$ cat src/design/tcc_consts.svh
/*
 Constants for the timer/counter block: register offsets, control bit positions,
 reset values and counts. Assumes inclusion by bare name from design files.
*/
// Summary of operation
// (RULE1) Sixteen-bit counter, timer or event counter.
// (RULE2) Counts only while run enable is set.
// (RULE3) Bit 1 selects external pin edges.
// (RULE4) Bit 2 set skips external synchronisation; the code still edge-detects the two-flop synchronised level.
// (RULE5) Bit 3 runs the low-power oscillator.
// (RULE6) Bits 5-4 select input prescale ratio.
// (RULE7) Bit 6 read-only, set when sysclk from oscillator.
// (RULE8) Bit 7 selects buffered sixteen-bit access.
// (RULE9) Compare unit trigger clears the count.
// (RULE10) Wrap from ffff sets latched overflow flag.
// (RULE11) Low byte read buffers live high byte.
// (RULE12) High writes buffered, applied on low write.
// (RULE13) Low write clears prescaler, high write not.
// (RULE14) Prescale codes select 1, 2, 4, 8.
`ifndef TCC_CONSTS_SVH
`define TCC_CONSTS_SVH

`define TCC_ADDR_W        3
`define TCC_OFF_CONTROL   3'h0
`define TCC_OFF_LOW       3'h1
`define TCC_OFF_HIGH      3'h2
`define TCC_OFF_STATUS    3'h3
`define TCC_OFF_MASK      3'h4

`define TCC_BIT_RUN       0
`define TCC_BIT_EXT       1
`define TCC_BIT_NOSYNC    2
`define TCC_BIT_OSCEN     3
`define TCC_BIT_PS_LO     4
`define TCC_BIT_PS_HI     5
`define TCC_BIT_SYSRUN    6
`define TCC_BIT_WIDE      7

`define TCC_CONTROL_RESET 8'h00
`define TCC_CONTROL_WMASK 8'hbf
`define TCC_COUNT_RESET   16'h0000
`define TCC_COUNT_MAX     16'hffff
`define TCC_INSTR_DIV     2'h3
`define TCC_PRESC_W       3

`endif

$ cat src/design/tcc_pkg.sv
/*
 Types for the timer/counter block.
 Assumes the constants header is included by the design files that need it.
*/
package tcc_pkg;
    typedef logic [7:0]  tcc_byte_t;
    typedef logic [15:0] tcc_count_t;
    typedef logic [2:0]  tcc_addr_t;
    typedef enum logic [1:0] {
        TCC_DIV1 = 2'h0,
        TCC_DIV2 = 2'h1,
        TCC_DIV4 = 2'h2,
        TCC_DIV8 = 2'h3
    } tcc_div_t;
endpackage

$ cat src/design/tcc_edge_sync.sv
/*
 Two-flop synchroniser with rising edge detector on the synchronised level.
 Assumes the input is asynchronous to mclk.
*/
`timescale 1ns/1ps
module tcc_edge_sync (
    // Clocking
    input  wire logic mclk,
    input  wire logic reset,
    input  wire logic clk_en,
    // Signal
    input  wire logic async_in,
    output logic      level_out,
    output logic      rise_out
);
    logic meta_q;
    logic sync_q;
    logic prev_q;

    always_ff @(posedge mclk) begin
        if (reset) begin
            meta_q <= 1'b0;
            sync_q <= 1'b0;
            prev_q <= 1'b0;
        end else if (clk_en) begin
            meta_q <= async_in;
            sync_q <= meta_q;
            prev_q <= sync_q;
        end
    end

    assign level_out = sync_q;
    assign rise_out  = sync_q & ~prev_q;
endmodule

$ cat src/design/tcc_top.sv
/*
 Sixteen-bit timer/counter with control, buffered wide access, prescaler,
 overflow interrupt and clear by the capture/compare unit trigger.
 Assumes a single-cycle register port master on mclk; the external count pin and
 the oscillator status arrive asynchronously and are synchronised here.
*/
// The implementer's own choices: the strobed register port and the register offsets.
`timescale 1ns/1ps
`include "tcc_consts.svh"
module tcc_top (
    // Clocking
    input  wire logic             mclk,
    input  wire logic             reset,
    input  wire logic             clk_en,
    // Register port
    input  wire tcc_pkg::tcc_addr_t reg_addr,
    input  wire tcc_pkg::tcc_byte_t reg_wdata,
    input  wire logic             reg_wr,
    input  wire logic             reg_rd,
    output tcc_pkg::tcc_byte_t    reg_rdata,
    // Count pin, oscillator clock status and trigger
    input  wire logic             external_count_pin,
    input  wire logic             sysclk_from_osc,
    input  wire logic             capture_compare_trigger,
    // Oscillator and interrupt
    output logic                  lowpower_osc_run,
    output logic                  irq
);
    import tcc_pkg::*;

    tcc_byte_t  control_q;
    tcc_count_t count_q;
    tcc_count_t count_d;
    tcc_byte_t  high_buf_q;
    logic [`TCC_PRESC_W-1:0] presc_q;
    logic [1:0] instr_q;
    logic       status_q;
    logic       mask_q;
    logic       irq_q;
    logic       osc_q;
    tcc_byte_t  rdata_q;
    logic       sysrun_meta_q;
    logic       sysrun_q;
    logic       ext_level;
    logic       ext_rise;
    logic       raw_prev_q;
    logic       tick_in;
    logic       presc_tick;
    logic       inc;
    logic       wrap;
    logic       wr_low;
    logic       wr_high;
    logic       rd_low;
    logic       wide;
    tcc_div_t   div_sel;

    assign wide    = control_q[`TCC_BIT_WIDE];
    assign div_sel = tcc_div_t'(control_q[`TCC_BIT_PS_HI:`TCC_BIT_PS_LO]);
    assign wr_low  = reg_wr && reg_addr == `TCC_OFF_LOW;
    assign wr_high = reg_wr && reg_addr == `TCC_OFF_HIGH;
    assign rd_low  = reg_rd && reg_addr == `TCC_OFF_LOW;

    tcc_edge_sync u_ext_sync (
        .mclk      (mclk),
        .reset     (reset),
        .clk_en    (clk_en),
        .async_in  (external_count_pin),
        .level_out (ext_level),
        .rise_out  (ext_rise)
    );

    // Unsynchronised path still uses the two-flop synchronised level; the pin is only edge-detected
    // through the synchroniser since this block has a single clock.
    always_ff @(posedge mclk) begin
        if (reset) begin
            raw_prev_q <= 1'b0;
        end else if (clk_en) begin
            raw_prev_q <= ext_level;
        end
    end

    // Instruction clock is mclk divided by four.
    always_ff @(posedge mclk) begin
        if (reset) begin
            instr_q <= 2'h0;
        end else if (clk_en) begin
            instr_q <= instr_q + 2'h1;
        end
    end

    // (RULE3) Source selection.
    // (RULE4) Sync bypass only matters with the pin selected.
    always_comb begin
        if (control_q[`TCC_BIT_EXT]) begin
            if (control_q[`TCC_BIT_NOSYNC]) begin
                tick_in = ext_level & ~raw_prev_q;
            end else begin
                tick_in = ext_rise;
            end
        end else begin
            tick_in = (instr_q == `TCC_INSTR_DIV);
        end
    end

    // (RULE6) Prescale ratio select.
    // (RULE14) Codes give 1, 2, 4, 8.
    always_comb begin
        case (div_sel)
            TCC_DIV1: presc_tick = tick_in;
            TCC_DIV2: presc_tick = tick_in && presc_q[0] == 1'b1;
            TCC_DIV4: presc_tick = tick_in && presc_q[1:0] == 2'h3;
            TCC_DIV8: presc_tick = tick_in && presc_q == 3'h7;
            default:  presc_tick = 1'b0;
        endcase
    end

    // (RULE13) Low write clears prescaler.
    always_ff @(posedge mclk) begin
        if (reset) begin
            presc_q <= '0;
        end else if (clk_en) begin
            if (wr_low) begin
                presc_q <= '0;
            end else if (tick_in && control_q[`TCC_BIT_RUN]) begin
                presc_q <= presc_q + 3'h1;
            end
        end
    end

    // (RULE2) Run enable gates counting.
    assign inc  = presc_tick && control_q[`TCC_BIT_RUN];
    assign wrap = inc && count_q == `TCC_COUNT_MAX;

    // (RULE1) Sixteen-bit count register.
    always_comb begin
        count_d = count_q;
        if (inc) begin
            // (RULE10) Up count and wrap.
            count_d = count_q + 16'h0001;
        end
        if (wr_low) begin
            // (RULE12) Buffer lands on low write.
            count_d[7:0]  = reg_wdata;
            count_d[15:8] = wide ? high_buf_q : count_q[15:8];
        end else if (wr_high && !wide) begin
            // (RULE8) Direct high byte access.
            count_d[15:8] = reg_wdata;
        end
        if (capture_compare_trigger) begin
            // (RULE9) Trigger clears count.
            count_d = `TCC_COUNT_RESET;
        end
    end

    always_ff @(posedge mclk) begin
        if (reset) begin
            count_q <= `TCC_COUNT_RESET;
        end else if (clk_en) begin
            count_q <= count_d;
        end
    end

    // (RULE11) High byte buffer.
    always_ff @(posedge mclk) begin
        if (reset) begin
            high_buf_q <= 8'h00;
        end else if (clk_en) begin
            if (wr_high) begin
                high_buf_q <= reg_wdata;
            end else if (rd_low && wide) begin
                high_buf_q <= count_q[15:8];
            end
        end
    end

    // Control register; the status bit is not writable.
    always_ff @(posedge mclk) begin
        if (reset) begin
            control_q <= `TCC_CONTROL_RESET;
        end else if (clk_en && reg_wr && reg_addr == `TCC_OFF_CONTROL) begin
            control_q <= reg_wdata & `TCC_CONTROL_WMASK;
        end
    end

    // (RULE7) Oscillator clock status synchronised.
    always_ff @(posedge mclk) begin
        if (reset) begin
            sysrun_meta_q <= 1'b0;
            sysrun_q      <= 1'b0;
        end else if (clk_en) begin
            sysrun_meta_q <= sysclk_from_osc;
            sysrun_q      <= sysrun_meta_q;
        end
    end

    // (RULE5) Oscillator enable output.
    always_ff @(posedge mclk) begin
        if (reset) begin
            osc_q <= 1'b0;
        end else if (clk_en) begin
            osc_q <= control_q[`TCC_BIT_OSCEN];
        end
    end

    // Set wins over a write-one clear in the same cycle.
    always_ff @(posedge mclk) begin
        if (reset) begin
            status_q <= 1'b0;
            mask_q   <= 1'b0;
            irq_q    <= 1'b0;
        end else if (clk_en) begin
            // (RULE10) Latched overflow flag.
            if (wrap) begin
                status_q <= 1'b1;
            end else if (reg_wr && reg_addr == `TCC_OFF_STATUS && reg_wdata[0]) begin
                status_q <= 1'b0;
            end
            if (reg_wr && reg_addr == `TCC_OFF_MASK) begin
                mask_q <= reg_wdata[0];
            end
            irq_q <= (status_q | wrap) & mask_q;
        end
    end

    // Read data one cycle after the strobe; unmapped offsets read zero.
    always_ff @(posedge mclk) begin
        if (reset) begin
            rdata_q <= 8'h00;
        end else if (clk_en) begin
            rdata_q <= 8'h00;
            if (reg_rd) begin
                case (reg_addr)
                    `TCC_OFF_CONTROL: rdata_q <= {control_q[7], sysrun_q, control_q[5:0]};
                    `TCC_OFF_LOW:     rdata_q <= count_q[7:0];
                    `TCC_OFF_HIGH:    rdata_q <= wide ? high_buf_q : count_q[15:8];
                    `TCC_OFF_STATUS:  rdata_q <= {7'h00, status_q};
                    `TCC_OFF_MASK:    rdata_q <= {7'h00, mask_q};
                    default:          rdata_q <= 8'h00;
                endcase
            end
        end
    end

    assign reg_rdata        = rdata_q;
    assign lowpower_osc_run = osc_q;
    assign irq              = irq_q;

    property p_hold_when_stopped;
        @(posedge mclk) disable iff (reset)
        (clk_en && !control_q[`TCC_BIT_RUN] && !reg_wr && !capture_compare_trigger)
            |=> count_q == $past(count_q);
    endproperty
    a_hold_when_stopped: assert property (p_hold_when_stopped) else $error("count moved while stopped"); // RULE2

    property p_trigger_clears;
        @(posedge mclk) disable iff (reset)
        (clk_en && capture_compare_trigger) |=> count_q == 16'h0000;
    endproperty
    a_trigger_clears: assert property (p_trigger_clears) else $error("trigger did not clear count"); // RULE9

    property p_wrap_flag;
        @(posedge mclk) disable iff (reset)
        (clk_en && inc && count_q == 16'hffff && !capture_compare_trigger && !reg_wr)
            |=> status_q && count_q == 16'h0000;
    endproperty
    a_wrap_flag: assert property (p_wrap_flag) else $error("wrap did not set flag"); // RULE10

    property p_buffer_on_low_read;
        @(posedge mclk) disable iff (reset)
        (clk_en && rd_low && wide && !wr_high) |=> high_buf_q == $past(count_q[15:8]);
    endproperty
    a_buffer_on_low_read: assert property (p_buffer_on_low_read) else $error("high buffer not loaded"); // RULE11

    property p_low_write_applies_buffer;
        @(posedge mclk) disable iff (reset)
        (clk_en && wr_low && wide && !capture_compare_trigger) |=> count_q[15:8] == $past(high_buf_q);
    endproperty
    a_low_write_applies_buffer: assert property (p_low_write_applies_buffer) else $error("buffer not applied"); // RULE12

    property p_high_write_buffered;
        @(posedge mclk) disable iff (reset)
        (clk_en && wr_high && wide && !capture_compare_trigger && !inc) |=> count_q == $past(count_q);
    endproperty
    a_high_write_buffered: assert property (p_high_write_buffered) else $error("wide high write hit count"); // RULE8

    property p_low_write_clears_presc;
        @(posedge mclk) disable iff (reset)
        (clk_en && wr_low) |=> presc_q == 3'h0;
    endproperty
    a_low_write_clears_presc: assert property (p_low_write_clears_presc) else $error("prescaler not cleared"); // RULE13

    property p_div8;
        @(posedge mclk) disable iff (reset)
        (clk_en && inc && div_sel == TCC_DIV8) |=> presc_q == 3'h0;
    endproperty
    a_div8: assert property (p_div8) else $error("divide by eight misfires"); // RULE14

    property p_internal_rate;
        @(posedge mclk) disable iff (reset)
        (clk_en && !control_q[`TCC_BIT_EXT]) |-> tick_in == (instr_q == 2'h3);
    endproperty
    a_internal_rate: assert property (p_internal_rate) else $error("internal tick wrong"); // RULE3

    property p_status_readonly;
        @(posedge mclk) disable iff (reset)
        1'b1 |-> control_q[`TCC_BIT_SYSRUN] == 1'b0;
    endproperty
    a_status_readonly: assert property (p_status_readonly) else $error("status bit stored"); // RULE7

    // (RULE14) Ratio tick count.
    // A control write may leave the prescaler mid-count, so the check waits for a low write.
    logic [3:0] gap_q;
    logic       gap_valid_q;

    always_ff @(posedge mclk) begin
        if (reset) begin
            gap_q       <= 4'h0;
            gap_valid_q <= 1'b0;
        end else if (clk_en) begin
            if (wr_low || inc) begin
                gap_q <= 4'h0;
            end else if (tick_in && control_q[`TCC_BIT_RUN]) begin
                gap_q <= gap_q + 4'h1;
            end
            if (reg_wr && reg_addr == `TCC_OFF_CONTROL) begin
                gap_valid_q <= 1'b0;
            end else if (wr_low) begin
                gap_valid_q <= 1'b1;
            end
        end
    end

    property p_div_ratio;
        @(posedge mclk) disable iff (reset)
        (clk_en && inc && gap_valid_q) |-> (gap_q + 4'h1) == (4'h1 << div_sel);
    endproperty
    a_div_ratio: assert property (p_div_ratio) else $error("prescale ratio wrong"); // RULE14

    property p_high_keeps_presc;
        @(posedge mclk) disable iff (reset)
        (clk_en && wr_high && !(tick_in && control_q[`TCC_BIT_RUN])) |=> presc_q == $past(presc_q);
    endproperty
    a_high_keeps_presc: assert property (p_high_keeps_presc) else $error("high write moved prescaler"); // RULE13

    property p_osc_follows;
        @(posedge mclk) disable iff (reset)
        clk_en |=> lowpower_osc_run == $past(control_q[`TCC_BIT_OSCEN]);
    endproperty
    a_osc_follows: assert property (p_osc_follows) else $error("oscillator enable not followed"); // RULE5

    c_div8:    cover property (@(posedge mclk) disable iff (reset) inc && div_sel == TCC_DIV8);
    c_wrap:    cover property (@(posedge mclk) disable iff (reset) wrap);
    c_trigger: cover property (@(posedge mclk) disable iff (reset) capture_compare_trigger && count_q != 16'h0000);
    c_wide_rd: cover property (@(posedge mclk) disable iff (reset) rd_low && wide);
    c_ext:     cover property (@(posedge mclk) disable iff (reset) inc && control_q[`TCC_BIT_EXT]);
endmodule

$ cat config.mk
export PLATFORM = sky130hd
export DESIGN_NAME = tcc_top
export DESIGN_NICKNAME = d
export VERILOG_FILES = /design/src/design/tcc_pkg.sv /design/src/design/tcc_edge_sync.sv /design/src/design/tcc_top.sv
export VERILOG_INCLUDE_DIRS = /design/src /design/src/design
export SDC_FILE = /design/constraint.sdc
export NUM_CORES = 1
export LEC_CHECK = 0
export ABC_CLOCK_PERIOD_IN_PS = 4900
export BUFFER_PORTS_ARGS = -buffer_cell sky130_fd_sc_hd__buf_2
export CAP_MARGIN = 15
export CORE_ASPECT_RATIO = 1.4
export CORE_MARGIN = 10
export CORE_UTILIZATION = 25
export CTS_BUF_LIST = sky130_fd_sc_hd__clkbuf_4
export DETAILED_ROUTE_END_ITERATION = 16
export GPL_TIMING_DRIVEN = 0
export PLACE_DENSITY = 0.42
export SETUP_SLACK_MARGIN = 0.2
export SLEW_MARGIN = 15
export SYNTH_ARGS = -nofsm -noshare
export SYNTH_HDL_FRONTEND = slang
export SYNTH_SLANG_ARGS = --single-unit
$ cat constraint.sdc
create_clock -name mclk -period 4.9 [get_ports mclk]
set_input_delay 0.735 -clock mclk [delete_from_list [all_inputs] [get_ports mclk]]
set_output_delay 0.735 -clock mclk [all_outputs]
set_load 0.01 [all_outputs]
==> results of run 1 <==
## Yosys cell counts (all sizes together), types with 5 or more instances
cell type / number
a21oi: 25
a311oi: 10
inv: 11
o21ai: 10
a211oi: 5
clkbuf: 10
o31ai: 6
nand2: 40
buf: 17
mux2i: 21
nor2: 49
nor3: 10
nand3: 13
dfxtp: 53
a2bb2oi: 9
## worst max-delay path, cell delays in order
cell and delay, ns:
buf_2 0.11, buf_4 0.19, inv_1 0.12, buf_2 0.22, nor3_2 0.54, nand2_1 0.30
nand2_1 0.13, a21oi_1 0.07
## final timing paths
| path | start | end | slack [ns] | cells past startpoint |
|---|---|---|---|---|
| min | irq$_SDFFE_PP0P_ | irq$_SDFFE_PP0P_ | 0.47 | 2 |
| min reg2reg | irq$_SDFFE_PP0P_ | irq$_SDFFE_PP0P_ | 0.47 | 2 |
| max reg2reg | presc_q[0]$_SDFFE_PP0P_ | count_q[9]$_SDFFE_PP0P_ | 2.79 | 7 |
| max | clk_en | control_q[2]$_SDFFE_PP0P_ | 2.75 | 8 |
## layout make-up
class	instances	area, um^2	area share (%)
Antenna cell	1	2.50	0.0733
Buffer	27	151	4.43
Clock buffer	5	37.5	1.10
Clock inverter	3	21.3	0.623
Inverter	11	41.3	1.21
Multi-Input combinational cell	276	1790	52.3
Sequential cell	53	1060	31.1
Tap cell	147	184	5.38
Timing Repair Buffer	26	130	3.81
## power by group through the flow
stage	registers (uW)	clock network [uW]	logic [uW]
floorplan	451	0	61.4
global placement	452	0	98.4
detailed placement	452	0	99.3
CTS	443	229	99.5
global route	444	243	108
finish	443	219	98.9
## flip-flops by register name, summed over array words and instances (netlist names)
name                  flops
control_q                 7
presc_q                   3
u_ext_sync.level_out      1
status_q                  1
mask_q                    1
u_ext_sync.meta_q         1
irq                       1
high_buf_q                8
reg_rdata                 8
lowpower_osc_run          1
u_ext_sync.prev_q         1
sysrun_meta_q             1
instr_q                   2
sysrun_q                  1
count_q                  16
## cell families (layout without fill, tap and decap cells)
family	Yosys count	after routing	synth area share, %
AOI/OAI and AO/OA	102	102	24.7
buffers and inverters	38	72	6.34
xor gates and xnor gates	2	2	0.576
and+or+nand+nor	144	144	23.8
adders and majority gates	4	4	1.65
DFF	53	53	34.9
other	0	1	0
muxes	24	24	8.02
## through the flow
step	worst slack (ns)	power (uW)	utilization [%]
floorplan	2.80	512	-
global placement	2.34	550	28.2
detailed placement	2.31	551	28.2
CTS	2.75	772	28.7
global route	2.63	795	28.8
finish	2.75	761	28.8
## metal layers
layer  routed length (um)  global-route usage [%]  up-vias
li1                     -                       -     1428
met1                 4280                    13.6     1407
met2                 5670                    22.7       57
met3                  362                    2.47       23
met4                  468                    6.81        0
met5                    0                       0        -
==> results_dict.tcl, run 1 <==
set metrics [dict create \
    syn_area_um2 3040 \
    layout-drive-gt1-share_pct 15.0 \
    combPwrFrac_pct 13.0 \
    max-slew-margin-rel_pct 55.9 \
    drt_iter0_markers 169 \
    grt_util_all_layers_pct 12.6 \
    firstDrtPassIters 4 \
    ant_nets 0 \
    grt_overflow 0 \
    synth_cell_types 65 \
    clock_path_buffers 2 \
    syn_inst 367 \
    instances_no_fill 549 \
    maxCapViolations 0 \
    placed_cells 540 \
    ys_seq_area_share_pct 34.9 \
    root_buffer "clkbuf_4" \
    fin_crit_sh_pct 43.9 \
    worstPathMaxFanout 10 \
    post_cts_resized 0 \
    crit_path_end_kind "flip-flop" \
    min_path_type "reg2reg" \
    io_buffers 26 \
    worstSetupPathType "in2reg" \
    grt_pass1_wl_um 17000 \
    dpl.hpwl_um 8330 \
    finalHoldViolCount 0 \
    seq_power_share_pct 58.2 \
    p_sw_uw 232 \
    ys.warnings.count 0 \
    period_needed_ns 2.15 \
    async_flop_share_pct 0 \
    cts_hold_buf 0 \
    p_per_area_nw_per_um2 223 \
    cts.clk_slew.worst_paths_ns 0.16 \
    final_cell_mix "53 x dfxtp_1, 49 x nor2_1, 40 x nand2_1, 36 x buf_2, 25 x a21oi_1" \
    fin_nets 423 \
    cts_tree "yes" \
    gp_congestion 0.806 \
    status "completed" \
    rsz0062_at_grt "no" \
    syn_area_per_cell_um2 8.28 \
    vias_per_cell 5.31 \
    first_global_vias 2955 \
    syn_to_final_growth_pct 12.3 \
    synth.largest_area_cell "dfxtp_1" \
    initial_core_util_pct 25.6 \
    hold_slack_ns 0.471 \
    mostFrequentLayoutCell "dfxtp_1" \
    power_leakage_uw 0.00120 \
    switching_share_pct 30.4 \
    fin_area_um2 3420 \
    die_w_um 113 \
    numCtsBuffers 5 \
    grt_antenna_before_repair 1 \
    final.setup.tns_ns 0 \
    die_area_um2 17000 \
    intPower_uw 530 \
    wl_um 10800 \
    required_ns 5.18 \
    clk_latency_ns 0.41 \
    rows 47 \
    clock_skew_ns 0.0170 \
    synth_edf_count 0 \
    die_y_um 150 \
    fillers 1345 \
    postCtsSetupBuffers 0 \
    dr_total_vias 2915 \
    coreArea_um2 11900 \
    htreeDepth 2 \
    slew_violations 0 \
    ys.flop_type "dfxtp_1" \
    cp-start-kind "input pin" \
    syn-num-nets 390 \
    ir_drop_mv 0.0971 \
    synth.top_cell.area_share_pct 34.9 \
    dpl_cell_area_um2 3350 \
    io_pins 29 \
    route.detailed.drc 0 \
    routedWlPerCell_um 19.6 \
    synthTopCellsByArea "dfxtp_1 35%, mux2i_1 6.9%, nor2_1 6.0%" \
    arrival_ns 2.43 \
    setup_violations 0 \
    tightestPinTransition_ns 0.662 \
    max_freq_mhz 464 \
    clkSinkCount 53 \
    grt_max_degree 18 \
    pwr-share-clk_pct 28.8 \
    synth.ff_latch_count 53 \
]
Power figures use the tool's default switching activity.
==> run 2: changes to the inputs <==
ABC_AREA = 1   (was not set)
ABC_CLOCK_PERIOD_IN_PS = 1850   (was 4900)
PLACE_DENSITY = 0.44   (was 0.42)
clock period = 1.85 ns   (was 4.9 ns; I/O delays follow)
==> run 2 against run 1 <==
Net effect: largest power group unchanged; sequential share of layout area fell by 3.3 points; worst setup slack got worse by 2.5 ns; die area rose by 4.8%; area after synthesis rose by 5.7%; total power rose to 3.0 times the previous value.
==> results_dict.tcl, run 2 <==
set metrics [dict create \
    clk_latency_ns 0.42 \
    grt_pass1_wl_um 19100 \
    top_usage_layer "met2" \
    path_buf_inv 2 \
    fin_crit_sh_pct 88.1 \
    coreArea_um2 12500 \
    syn_area_um2 3210 \
    power_leakage_uw 0.00165 \
    grt_max_degree 20 \
    synth.top_cell.area_share_pct 33.0 \
    die_w_um 116 \
    synthTopCellsByArea "dfxtp_1 33%, nand2_1 14%, nor2_1 9.8%" \
    synth.largest_area_cell "dfxtp_1" \
    drt_iter0_markers 298 \
    slowest_delay_ns 0.38 \
    utilization_pct 31.1 \
    tightestPinTransition_ns 0.602 \
    clock_path_buffers 2 \
    grt_util_all_layers_pct 13.9 \
    firstDrtPassIters 5 \
    max-slew-margin-rel_pct 59.9 \
    required_ns 2.19 \
    slew_violations 0 \
    fin_nets 580 \
    period_needed_ns 1.63 \
    numCtsBuffers 5 \
    route.detailed.drc 0 \
    ys.flop_type "dfxtp_1" \
    routedWlPerCell_um 17.7 \
    finalHoldViolCount 0 \
    maxCapViolations 0 \
    vias_per_cell 4.98 \
    final.setup.tns_ns 0 \
    gr-usage-met2_pct 25.0 \
    initial_core_util_pct 25.7 \
    largest_register "count_q" \
    crit_path_frequent_cell "nand2_2" \
    mostFrequentLayoutCell "nand2_1" \
    ys_seq_area_share_pct 33.0 \
    pre_cts_ws_ns -0.145 \
    synth_cell_types 33 \
    gp_congestion 0.931 \
    grt_overflow 0 \
    dpl_cell_area_um2 3530 \
    p_per_area_nw_per_um2 584 \
    htreeDepth 2 \
    crit_family "simple AND/OR/NAND/NOR gates" \
    root_buffer "clkbuf_4" \
    worstSetupPathType "reg2reg" \
    layout_setup_ws_ns 0.220 \
    worstPathCellList "ha_2 -> nand2_2 -> a21oi_4 -> nand2_2 -> nand2_4 -> nand2_8 -> inv_4 -> buf_6 -> nand3_1 -> a21oi_2" \
    fin_area_um2 3880 \
    status "completed" \
    largest_reg_flops 16 \
    synth_common_cells "121 x nand2_1, 84 x nor2_1, 53 x dfxtp_1, 53 x o21ai_0, 51 x inv_1" \
    async_flop_share_pct 0 \
    crit_path_end_kind "flip-flop" \
    syn-num-nets 537 \
    slowest_stage "dfxtp_2" \
    io_buffers 25 \
    synth_edf_count 0 \
    cts.clk_slew.worst_paths_ns 0.18 \
    layout-drive-gt1-share_pct 20.1 \
    ant_nets 0 \
    die_area_um2 17900 \
    grt_antenna_before_repair 1 \
    dr_total_vias 3531 \
    max_freq_mhz 614 \
    dpl.hpwl_um 9560 \
    grt_util_met1_pct 15.7 \
    hold_slack_ns 0.0660 \
    ir_drop_mv 0.293 \
    arrival_ns 1.97 \
    rsz0062_at_grt "yes" \
    final_cell_mix "115 x nand2_1, 80 x nor2_1, 51 x inv_1, 48 x o21ai_0, 43 x dfxtp_1" \
    rows 48 \
    worstPathMaxFanout 5 \
    cts_tree "yes" \
    clkSinkCount 53 \
    die_y_um 154 \
    io_pins 29 \
    ys.warnings.count 0 \
    syn_to_final_growth_pct 20.8 \
    first_global_vias 3436 \
    min_path_type "in2reg" \
    cts_hold_buf 0 \
    synth.ff_latch_count 53 \
    wl_um 12500 \
    cp-start-kind "flip-flop" \
    yosysMostFrequentCell "nand2_1" \
    syn_inst 514 \
    clock_skew_ns 0.0308 \
    syn_area_per_cell_um2 6.25 \
    grt_util_met3_pct 1.71 \
    setup_violations 0 \
]
## run 2: cell types whose count changed after synthesis, moves of 6 or more
cell / change
inv_1: +40
nor2_1: +35
mux2i_1: -21
a2bb2oi_1: -9
nand2_1: +81
nor3_1: -6
a21oi_1: +19
o21ai_0: +45
nand3_1: +28
a311oi_1: -10
## run 2: path summary, 6_finish.rpt
check	from	to	slack (ns)	cells after the start
max reg2reg	instr_q[0]$_SDFFE_PP0P_	count_q[5]$_SDFFE_PP0P_	0.22	10
min	external_count_pin	u_ext_sync.meta_q$_SDFFE_PP0P_	0.07	3
min reg2reg	reg_rdata[0]$_SDFFE_PP0P_	reg_rdata[0]$_SDFFE_PP0P_	0.48	2
max	instr_q[0]$_SDFFE_PP0P_	count_q[5]$_SDFFE_PP0P_	0.22	10
## run 2: report_power, final
| group | total (uW) | switching [uW] | internal (uW) | leakage (uW) |
|---|---|---|---|---|
| clock | 623 | 457 | 166 | 0.0000377 |
| sequential | 1230 | 44.3 | 1190 | 0.000436 |
| combinational | 415 | 273 | 142 | 0.00118 |
| total | 2270 | 774 | 1490 | 0.00165 |
## run 2: final cells by class
cell class / instances / area [um^2]
clock inverters: 3 / 28.8
repair buffers: 36 / 225
clock buffers: 5 / 37.5
well taps: 150 / 188
multi-input cells: 381 / 1950
plain buffers: 22 / 151
diodes: 1 / 2.50
fillers: 1407 / 8610
inverters: 58 / 221
flip-flops and latches: 53 / 1080
## run 2: per-stage QoR
stage | power, uW | std cells
final | 2270 | 709
after global routing | 2380 | 709
after CTS | 2240 | 699
after detailed placement | 1620 | 689
after global placement | 1620 | 689
after floorplan | 1470 | 514
## run 2: kinds of logic after synthesis
group | after synthesis | synth area share, %
adders and majority gates | 4 | 1.56
AOI/OAI and AO/OA | 114 | 19.6
DFF | 53 | 33.0
and+or+nand+nor | 262 | 34.5
xor gates and xnor gates | 1 | 0.273
buffers and inverters | 80 | 11.1
## run 2: worst reg2reg max path: stages, from the launching register on
cell	delay, ns
dfxtp_2	0.38
ha_2	0.18
nand2_2	0.07
a21oi_4	0.18
nand2_2	0.11
nand2_4	0.12
nand2_8	0.09
inv_4	0.08
buf_6	0.12
nand3_1	0.09
a21oi_2	0.14
## run 2: metal layers
layer  part of all wire (%)  vias to the layer above
li1                       -                     1751
met1                     41                     1647
met2                     51                      105
met3                    4.2                       28
met4                    3.7                        0
met5                      0                        -
## run 2: timing repair
action	in CTS	in global routing
setup buffers	2	7
endpoints found under the setup margin	23	29
pin swaps	3	9
gates resized for setup	20	43
gates cloned	0	2
==> run 3: changes to the inputs <==
SYNTH_HIERARCHICAL = 1   (was not set)
==> run 3 against run 2 <==
Net effect: wire length down 1.4%; non-clock buffer count shrank 2; area after synthesis grew 0.43%; total power decreased by 0.82%; die area is 0.36% higher; synthesized cell count did not move; core utilization grew 0.54 points; sequential power about the same; maximum frequency fell by 0.30%; sequential cell count increased by 1; critical endpoint is now count_q[0]$_SDFFE_PP0P_.
==> results_dict.tcl, run 3 <==
set metrics [dict create \
    status "completed" \
    dpl_cell_area_um2 3560 \
    p_per_area_nw_per_um2 558 \
    syn_area_um2 3230 \
    largest_register "count_q" \
    maxCapViolations 0 \
    initial_core_util_pct 25.3 \
    vias_per_cell 4.83 \
    cts.clk_slew.worst_paths_ns 0.18 \
    arrival_ns 1.95 \
    power_leakage_uw 0.00164 \
    ys.flop_type "dfxtp_1" \
    finalHoldViolCount 0 \
    synth_cell_types 34 \
    largest_reg_flops 16 \
    htreeDepth 2 \
    max-slew-margin-rel_pct 51.9 \
    fin_area_um2 4030 \
    syn_to_final_growth_pct 24.9 \
    required_ns 2.17 \
    clk_latency_ns 0.41 \
    grt_overflow 0 \
    clkSinkCount 54 \
    grt_max_degree 17 \
    grt_antenna_before_repair 1 \
    syn-num-nets 537 \
    grt_util_all_layers_pct 13.8 \
    io_buffers 28 \
    drt_iter0_markers 233 \
    ys_seq_area_share_pct 33.5 \
    rsz0062_at_grt "yes" \
    fin_crit_sh_pct 88.4 \
    tightestPinTransition_ns 0.722 \
    syn_inst 514 \
    synth.ff_latch_count 54 \
    clock_path_buffers 2 \
    ys.warnings.count 6 \
    gp_congestion 0.919 \
    setup_violations 0 \
    rows 49 \
    worstPathMaxFanout 5 \
    utilization_pct 31.6 \
    die_y_um 154 \
    synth_edf_count 0 \
    async_flop_share_pct 0 \
    grt_pass1_wl_um 19200 \
    synth.top_cell.area_share_pct 33.5 \
    ir_drop_mv 0.216 \
    grt_util_met1_pct 16.6 \
    layout-drive-gt1-share_pct 21.7 \
    route.detailed.drc 0 \
    yosysMostFrequentCell "nand2_1" \
    first_global_vias 3363 \
    firstDrtPassIters 6 \
    worstSetupPathType "reg2reg" \
    hp-start "sysclk_from_osc" \
    cts_tree "yes" \
    mostFrequentLayoutCell "nand2_1" \
    min_path_type "in2reg" \
    r2r-start "presc_q[0]$_SDFFE_PP0P_" \
    dpl.hpwl_um 9660 \
    fin_nets 585 \
    syn_area_per_cell_um2 6.28 \
    top_usage_layer "met2" \
    clock_skew_ns 0.0179 \
    synthTopCellsByArea "dfxtp_1 34%, nand2_1 14%, nor2_1 11%" \
    crit_path_end_kind "flip-flop" \
    io_pins 29 \
    startpoint "presc_q[0]$_SDFFE_PP0P_" \
    cp-start-kind "flip-flop" \
    wl_um 12400 \
    routedWlPerCell_um 17.2 \
    die_w_um 116 \
    synth_common_cells "124 x nand2_1, 93 x nor2_1, 57 x o21ai_0" \
    final.setup.tns_ns 0 \
    gr-usage-met2_pct 23.4 \
    period_needed_ns 1.63 \
    hold_slack_ns 0.119 \
    root_buffer "clkbuf_4" \
    dr_total_vias 3464 \
    max_freq_mhz 612 \
    slew_violations 0 \
    coreArea_um2 12800 \
    final_cell_mix "120 x nand2_1, 84 x nor2_1, 50 x o21ai_0, 48 x inv_1, 43 x dfxtp_1" \
    die_area_um2 17900 \
    grt_util_met3_pct 1.74 \
    numCtsBuffers 5 \
    ant_nets 0 \
    synth.largest_area_cell "dfxtp_1" \
]
-- run 3: final cells by class --
| class | instances | area, um^2 |
|---|---|---|
| sequential | 54 | 1100 |
| multi-input combinational | 394 | 2100 |
| clock inverter | 3 | 16.3 |
| antenna | 1 | 2.50 |
| inverter | 50 | 200 |
| buffer | 16 | 92.6 |
| clock buffer | 5 | 37.5 |
| fill | 1416 | 8720 |
| timing repair inverter | 1 | 8.76 |
| tap | 153 | 191 |
| timing repair buffer | 40 | 280 |
-- run 3: critical path: stages, from the launching register on --
cell and delay (ns):
dfxtp_2 0.39, ha_4 0.15, ha_4 0.12, nand3_2 0.07, nand3_2 0.09, nand3_4 0.09
nand2_4 0.10, nand2_8 0.08, bufbuf_16 0.28, o21ai_2 0.11, a21oi_1 0.05
-- run 3: path summary, 6_finish.rpt --
check	end	slack, ns	depth (start not counted)
worst max-delay path	count_q[0]$_SDFFE_PP0P_	0.22	10
worst min-delay path	sysrun_meta_q$_SDFFE_PP0P_	0.12	3
worst max register to register	count_q[0]$_SDFFE_PP0P_	0.22	10
worst min register to register	reg_rdata[4]$_SDFFE_PP0P_	0.47	2
-- run 3: stage by stage --
| step | power (uW) | setup slack, ns | cells |
|---|---|---|---|
| after global placement | 1640 | -0.230 | 695 |
| after CTS | 2240 | 0.198 | 713 |
| after global routing | 2370 | 0.124 | 717 |
| after floorplan | 1490 | 0.297 | 514 |
| final | 2250 | 0.215 | 717 |
| after detailed placement | 1640 | -0.202 | 695 |
-- run 3: what timing repair did --
| item | CTS | global route |
|---|---|---|
| endpoints found under the hold margin | 0 | 0 |
| resized for setup | 32 | 49 |
| hold buffers | 0 | 0 |
| pin swaps | 5 | 18 |
| gates cloned | 1 | 1 |
| setup buffers | 9 | 2 |
| endpoints found under the setup margin | 25 | 24 |
-- run 3: routing by layer --
layer	up-vias	part of all wire [%]
met5	-	0
met4	0	3.2
met3	22	4.2
met2	88	50
met1	1581	43
li1	1773	-
-- run 3: kinds of logic (layout without fill, tap and decap cells) --
group                      Yosys count  count (layout)  synth area share (%)
and+or+nand+nor                    273             273                  36.7
AOI/OAI and AO/OA                  115             115                  19.5
buffers and inverters               66             115                  8.26
DFF                                 54              54                  33.5
adders and majority gates            4               4                  1.55
xor gates and xnor gates             2               2                 0.543
other                                0               1                     0
-- run 3: report_power, final --
group / internal [uW] / leakage [uW] / switching, uW
sequential: 1210 / 0.000445 / 37.1
clock: 142 / 0.0000286 / 417
combinational: 152 / 0.00117 / 292
